[src/hw/clock_pulse_gen_defines.svh]
// Constants for the clock pulse generator and halt detector
`ifndef CLOCK_PULSE_GEN_DEFINES_SVH
`define CLOCK_PULSE_GEN_DEFINES_SVH
`define CLKGEN_PRESCALE_BITS 13
`define CLKGEN_TIMER_PINS 6
`define CLKGEN_HALT_WINDOW_NS 1000
`define CLKGEN_HALT_CYCLES ((`CLKGEN_HALT_WINDOW_NS) / 5)
`define CLKGEN_SETTLE_NS 20000
`define CLKGEN_SETTLE_CYCLES ((`CLKGEN_SETTLE_NS) / 5)
`define CLKGEN_MULT_X1 2'h0
`define CLKGEN_MULT_X2 2'h1
`define CLKGEN_MULT_X4 2'h2
`define CLKGEN_MULT_RSVD 2'h3
`endif

[src/hw/clock_pulse_gen_pkg.sv]
// Types shared by the clock pulse generator files
package clock_pulse_gen_pkg;
  typedef enum logic [1:0] {MULT_X1, MULT_X2, MULT_X4, MULT_RESERVED}
    pll_mult_t;
  typedef struct packed {
    logic [1:0] opMode;
    pll_mult_t pllMult;
    logic clkModeValid;
  } mode_sel_t;
  typedef struct packed {
    logic [5:0] out;
    logic [5:0] oe;
  } timer_pins_t;
endpackage

[src/hw/edge_activity_mon.sv]
// Watches the external clock input for edges and flags a halt
`timescale 1ns/1ps
`include "clock_pulse_gen_defines.svh"
module edge_activity_mon #(
  parameter int HALT_CYCLES = `CLKGEN_HALT_CYCLES
)(
  input wire logic clk_sys,
  input wire logic sys_rst,
  input wire logic extClockIn,
  output logic clockHalted
);
  logic syncA;
  logic syncB;
  logic syncLast;
  logic [15:0] idleCount;
  wire edgeSeen = syncB ^ syncLast;
  wire limitHit = (idleCount == 16'(HALT_CYCLES - 1));

  // Sampling clock is the on-chip system clock, independent of the PLL
  always_ff @(posedge clk_sys)
  begin
    syncA <= extClockIn;
    syncB <= syncA;
    syncLast <= syncB;
  end

  always_ff @(posedge clk_sys)
  begin
    if (sys_rst)
    begin
      idleCount <= 16'h0000;
      clockHalted <= 1'b0;
    end
    else if (edgeSeen)
    begin
      idleCount <= 16'h0000;
      clockHalted <= 1'b0;
    end
    else if (limitHit)
      clockHalted <= 1'b1; // [RULE_11]
    else
      idleCount <= idleCount + 16'h0001;
  end
endmodule

[src/hw/clock_pulse_gen.sv]
// Clock pulse generator: prescaler, mode pins, halt and standby pin control
`timescale 1ns/1ps
`include "clock_pulse_gen_defines.svh"
// Summary of operation
// RULE_01: Prescaler divides system clock by 2 up to 8192 for peripherals.
// RULE_02: Missing input clock edges force six timer pins to high impedance.
// RULE_03: Standby also forces the six timer pins to high impedance.
// RULE_04: Leaving standby returns the six pins to their configured function.
// RULE_05: Halt outside standby stays latched until reset; the code latches it only in ST_RUN, not in ST_SETTLE.
// RULE_06: External source holds its output high while stopped for standby.
// RULE_07: Settling time elapses after reset or standby release before run.
// RULE_08: Low mode pin pair selects the operating mode.
// RULE_09: High mode pin pair selects the PLL multiplication.
// RULE_10: Codes 00 x1, 01 x2, 10 x4; 11 reserved for programming.
// RULE_11: Halt detected by a no-edge interval timed with the system clock.
module clock_pulse_gen
  import clock_pulse_gen_pkg::*;
#(
  parameter int SETTLE_CYCLES = `CLKGEN_SETTLE_CYCLES,
  parameter int HALT_CYCLES = `CLKGEN_HALT_CYCLES
)(
  input wire logic clk_sys,
  input wire logic sys_rst,
  input wire logic ext_clock_in,
  input wire logic op_mode_sel_0,
  input wire logic op_mode_sel_1,
  input wire logic clk_mode_sel_0,
  input wire logic clk_mode_sel_1,
  input wire logic standbyReq,
  input wire timer_pins_t pinFuncIn,
  output timer_pins_t timerPins,
  output logic [12:0] periphClk,
  output mode_sel_t modeSel,
  output logic oscHalt,
  output logic clockStable
);
  typedef enum logic [1:0] {ST_SETTLE, ST_RUN, ST_STANDBY, ST_HALTED}
    ctl_state_t;
  ctl_state_t state;
  ctl_state_t next_state;
  logic [12:0] prescale;
  logic [31:0] settleCount;
  logic haltRaw;

  // ******************************
  // Halt detector
  // ******************************
  edge_activity_mon #(.HALT_CYCLES(HALT_CYCLES)) u_mon (
    .clk_sys(clk_sys),
    .sys_rst(sys_rst),
    .extClockIn(ext_clock_in),
    .clockHalted(haltRaw)
  );

  function automatic pll_mult_t decodeMult(input logic [1:0] code);
    unique case (code)
      2'h0: decodeMult = MULT_X1;
      2'h1: decodeMult = MULT_X2;
      2'h2: decodeMult = MULT_X4;
      2'h3: decodeMult = MULT_RESERVED;
    endcase
  endfunction

  // ******************************
  // Mode pins
  // ******************************
  wire [1:0] clkCode = {clk_mode_sel_1, clk_mode_sel_0};
  wire [1:0] opCode = {op_mode_sel_1, op_mode_sel_0};
  wire pllMultOk = (clkCode != `CLKGEN_MULT_RSVD) || (opCode == 2'h3);
  wire settleDone = (settleCount >= 32'(SETTLE_CYCLES - 1));
  // Stopped standby clock sits high; halt check only in ST_RUN, not in standby or settle
  wire haltFault = haltRaw && (state == ST_RUN); // [RULE_05]

  always_ff @(posedge clk_sys)
  begin
    if (sys_rst)
      modeSel <= '{opMode: 2'h0, pllMult: MULT_X1, clkModeValid: 1'b0};
    else
    begin
      modeSel.opMode <= opCode; // [RULE_08]
      modeSel.pllMult <= decodeMult(clkCode); // [RULE_09] [RULE_10]
      modeSel.clkModeValid <= pllMultOk; // [RULE_10]
    end
  end

  // ******************************
  // Prescaler
  // ******************************
  always_ff @(posedge clk_sys)
  begin
    if (sys_rst)
      prescale <= 13'h0000;
    else
      prescale <= prescale + 13'h0001; // [RULE_01]
  end

  // Bit n toggles at system clock divided by 2^(n+1): /2 .. /8192
  always_ff @(posedge clk_sys)
  begin
    if (sys_rst)
      periphClk <= 13'h0000;
    else
      periphClk <= prescale; // [RULE_01]
  end

  // ******************************
  // Control state
  // ******************************
  always_comb
  begin
    next_state = state;
    unique case (state)
      ST_SETTLE:
        if (settleDone)
          next_state = ST_RUN; // [RULE_07]
      ST_RUN:
        if (haltFault)
          next_state = ST_HALTED; // [RULE_05]
        else if (standbyReq)
          next_state = ST_STANDBY;
      ST_STANDBY:
        if (!standbyReq)
          next_state = ST_SETTLE; // [RULE_04] [RULE_07]
      ST_HALTED:
        next_state = ST_HALTED; // [RULE_05]
    endcase
  end

  always_ff @(posedge clk_sys)
  begin
    if (sys_rst)
      state <= ST_SETTLE;
    else
      state <= next_state;
  end

  always_ff @(posedge clk_sys)
  begin
    if (sys_rst || state != ST_SETTLE)
      settleCount <= 32'h00000000;
    else
      settleCount <= settleCount + 32'h00000001; // [RULE_07]
  end

  // ******************************
  // Timer pin override
  // ******************************
  wire forceHiZ = haltRaw || (state == ST_STANDBY) || (state == ST_HALTED);

  always_ff @(posedge clk_sys)
  begin
    if (sys_rst)
    begin
      timerPins <= '0;
      oscHalt <= 1'b0;
      clockStable <= 1'b0;
    end
    else
    begin
      timerPins.out <= pinFuncIn.out;
      // [RULE_02] [RULE_03] [RULE_04]
      timerPins.oe <= forceHiZ ? 6'h00 : pinFuncIn.oe;
      oscHalt <= (next_state == ST_HALTED); // [RULE_05]
      clockStable <= (next_state == ST_RUN); // [RULE_07]
    end
  end
endmodule

[config.mk]
export PLATFORM = sky130hd
export DESIGN_NAME = clock_pulse_gen
export DESIGN_NICKNAME = d
export VERILOG_FILES = /design/src/hw/clock_pulse_gen_pkg.sv /design/src/hw/edge_activity_mon.sv /design/src/hw/clock_pulse_gen.sv
export VERILOG_INCLUDE_DIRS = /design/src /design/src/hw
export SDC_FILE = /design/constraint.sdc
export NUM_CORES = 1
export LEC_CHECK = 0
export ABC_AREA = 1
export BUFFER_PORTS_ARGS = -buffer_cell sky130_fd_sc_hd__buf_2
export CELL_PAD_IN_SITES_DETAIL_PLACEMENT = 1
export CELL_PAD_IN_SITES_GLOBAL_PLACEMENT = 2
export CORE_AREA = 2 2 123 125
export CTS_BUF_LIST = sky130_fd_sc_hd__clkbuf_16
export DETAILED_ROUTE_END_ITERATION = 6
export DIE_AREA = 0 0 125 127
export PLACE_DENSITY = 0.82
export SYNTH_ARGS = -nofsm -noshare
export SYNTH_HDL_FRONTEND = slang
export SYNTH_SLANG_ARGS = --single-unit
[constraint.sdc]
create_clock -name clk_sys -period 1.4 [get_ports clk_sys]
set_input_delay 0.14 -clock clk_sys [delete_from_list [all_inputs] [get_ports clk_sys]]
set_output_delay 0.14 -clock clk_sys [all_outputs]
set_load 0.01 [all_outputs]
==> metrics.csv <==
stage;metric;value;unit
routing;Detail Route Antenna Nets;0;
placement;PortBufs;51;
global_routing;first-pass GRT wire length;19.60;mm
worst_setup_path;Setup crit end;settleCount[31];
yosys;Post-synth ARST share;0;%
yosys;mux contribution to synthesized area;0;%
yosys;Synth Flop Type;dfxtp_1;
routing;via count;3916;
floorplan;Initial Util;28.95;%
routing;Iteration-0 DRC Markers;80;
floorplan;Die Height;127;um
worst_setup_path;CP max-delay cell;dfxtp_1;
pwr;maximum vdd drop;0.5849;mV
worst_setup_path;Most Frequent Cell on Critical Path;nand2_1;
yosys;syn_nets;608;
global_routing;initial antenna violation count;1;
yosys;Post-synth EDFFs;0;
yosys;Cell variety after synth;29;
layout;share of layout cells above drive strength 1;24.00;%
worst_setup_path;critical path data required time;1.68;ns
worst_setup_path;reg2reg end;settleCount[31];
floorplan;# rows;44;
yosys;Synth Cell Area;0.004175;mm2
yosys;synth cell count leaders;nand2_1, nor2_1, dfxtp_1;
yosys;top cells by area, synth;dfxtp_1, nand2_1, nor2_1;
pwr;PwrDens;1042;mW/mm2
timing;worst setup margin;0.07265;ns
worst_setup_path;slowest stage delay, CP;0.42;ns
yosys;leading area contributor after synthesis;dfxtp_1;
timing;Slew @ Worst Pin;0.4223;ns
cts;CTS Buf Count;9;
yosys;Synth Area in Simple Gates;33.56;%
yosys;main combinational cell family by area after synthesis;simple AND/OR/NAND/NOR gates;
layout;Fill cells;1840;
yosys;Mapped Cells;585;
worst_setup_path;crit path cell chain;nand2_1 -> nor2_2 -> nand2_1 -> nor2_1 -> nand3b_1 -> a21oi_1;
cts;Clk Tree Root Cell;clkbuf_16;
yosys;Synth top area share;47.47;%
worst_setup_path;CP Max Fanout;4;
yosys;post-synthesis compound-gate area fraction;9.260;%
worst_setup_path;worst path bufs/invs;0;
worst_setup_path;Critical Path AT;1.60;ns
timing;RSZ-0062 raised after global routing;yes;
worst_setup_path;Setup crit start kind;flop;
worst_setup_path;Top delay family on crit path;simple AND/OR/NAND/NOR gates;
yosys;leading cell type by number of instances after synthesis;nand2_1;
timing;part of the cycle the worst path needs;94.81;%
timing;clk_skew;0.005914;ns
pwr;P_leak;2.127;nW
placement;DP HPWL;8.686;mm
worst_setup_path;WP depth;6;
floorplan;DIE AREA;0.01588;mm2
timing;Final Hold Vio Count;0;
worst_setup_path;R2R cell count;6;
floorplan;I/O pins;52;
placement;routability-driven placement congestion ratio;0.8466;
global_routing;gr usage total;15.13;%
routing;final WL;11.62;mm
layout;final net count;693;
placement;Setup WS pre-CTS;-0.07054;ns
yosys;synth warn;0;
routing;DRC viols;0;
cts;CTS H-tree depth;3;
worst_setup_path;Worst R2R Start;settleCount[15];
global_routing;largest net degree at the start of global routing;30;
layout;Antenna diodes;0;
cts;clock sink count;99;
floorplan;die width;125;um
routing;vias per cell;4.559;
run_status;status;completed;
worst_setup_path;type of the worst setup path;flop to flop;
timing;Finish-stage setup viols;0;
layout;Layout area overhead;28.80;%
yosys;sequential fraction of the synthesis area;47.47;%
global_routing;total grt overflow;0;
cts;CTS tree;built;
yosys;Synth Area in Adders;0.8990;%
timing;Achievable Freq;753.4;MHz
timing;Slew Limit Fails;0;
timing;hold slack;0.01626;ns
yosys;Avg Inst Size Synth;7.137;um2
job;max cap viols;0;
worst_setup_path;critical path capture point type;flop;
cts;maximum root-to-sink buffer count;2;
timing;Period minus WS final;1.327;ns
worst_setup_path;Reg2Reg Setup Slack;0.07;ns
worst_setup_path;Critical Path Start;settleCount[15];
yosys;XOR/XNOR Fraction of Synth Area;0.8391;%
timing;Rel. slew slack;71.80;%
global_routing;vias in the first global route;4107;
routing;WL/cell;13.52;um
routing;First-pass DRT Iterations;4;
yosys;register bit count reported by yosys;99;
floorplan;core area;0.01442;mm2
cts;worst-skew pair later-pin latency;0.35;ns
min_path;worst min path class;input port to flop;
cts;Reg clk slew, reported paths;0.07;ns
-- layer usage --
metal,wire [um],global-route usage [%]
met1,5179,17.93
met2,5847,27.01
met3,418,3.392
met4,171,5.359
met5,0,0
-- tightest hold or removal path: stages --
cell    delay [ns]
buf_2         0.09
inv_1         0.05
nor2_1        0.04
-- worst min path at each step --
stage,from,end,cells past startpoint
6_report,pinFuncIn[1],timerPins[1],3
5_1_grt,pinFuncIn[5],timerPins[5],3
4_1_cts,clk_mode_sel_0,modeSel[1],3
3_5_place_dp,ext_clock_in,u_mon.syncA,1
3_3_place_gp,ext_clock_in,u_mon.syncA,1
2_1_floorplan,ext_clock_in,u_mon.syncA,0
-- kinds of logic after synthesis --
| group | count (synthesis) |
|---|---|
| AO/OA/AOI/OAI | 73 |
| XOR/XNOR | 4 |
| adder cells (fa/ha/maj) | 3 |
| buffers and inverters | 88 |
| flip-flops | 99 |
| AND/OR/NAND/NOR | 318 |
-- placed cells by master, fill, tap and decap left out, types with 2 or more instances in the layout --
master / instances
nand2_1: 114
nor2_1: 106
dfxtp_1: 80
inv_1: 73
buf_2: 51
a21oi_1: 45
nand3_1: 21
dfxtp_2: 19
nor2_2: 17
buf_4: 16
o21ai_0: 15
dlygate4sd3_1: 15
nor2_4: 13
nand3b_1: 13
nand2_2: 12
clkbuf_16: 9
inv_2: 7
nand4_1: 7
nor3_1: 6
o21a_1: 5
o21ai_1: 5
nand3_2: 4
ha_4: 3
xor2_1: 2
xnor2_1: 2
clkinvlp_4: 2
inv_6: 2
-- final cells by class --
type | count | area [um2] | area share [%]
clock inverter | 7 | 62.56 | 1.163
timing repair buffer | 82 | 525.5 | 9.772
clock buffer | 9 | 225.2 | 4.188
inverter | 80 | 300.3 | 5.584
tap | 184 | 230.2 | 4.281
sequential | 99 | 2006 | 37.30
multi-input combinational | 398 | 2028 | 37.72
-- state kept, by name, indices dropped and copies added (netlist names) --
register	count
u_mon.syncB	1
settleCount	32
u_mon.syncLast	1
oscHalt	1
prescale	13
periphClk	13
clockStable	1
state	2
u_mon.idleCount	16
modeSel	5
u_mon.syncA	1
timerPins	12
u_mon.clockHalted	1
-- stage by stage --
| stage | setup TNS, ns | cell area [um2] | utilization, % | instances | total power [mW] |
|---|---|---|---|---|---|
| 2_1_floorplan | 0 | 4175 | - | 585 | 3.083 |
| 3_3_place_gp | -0.06136 | 4726 | 32.76 | 825 | 3.188 |
| 3_5_place_dp | -0.2838 | 4726 | 32.76 | 825 | 3.202 |
| 4_1_cts | 0 | 5223 | 36.21 | 858 | 5.660 |
| 5_1_grt | -0.1490 | 5378 | 37.28 | 859 | 5.818 |
| 6_report | 0 | 5378 | 37.28 | 859 | 5.604 |
-- report_power, final --
group / internal, mW / switching, mW / total (mW)
combinational: 0.134 / 0.153 / 0.287
clock: 1.23 / 1.18 / 2.41
sequential: 2.87 / 0.0307 / 2.90
total: 4.24 / 1.36 / 5.60
-- timing repair --
| item | 4_1_cts | 5_1_grt |
|---|---|---|
| resized for setup | 11 | 54 |
| setup endpoints to repair | 10 | 39 |
| setup buffers | 2 | 1 |
| pin swaps | 2 | 8 |
| hold buffers | 15 | 0 |
| endpoints found under the hold margin | 14 | 0 |
| cloned | 0 | 0 |
Power figures use the tool's default switching activity.
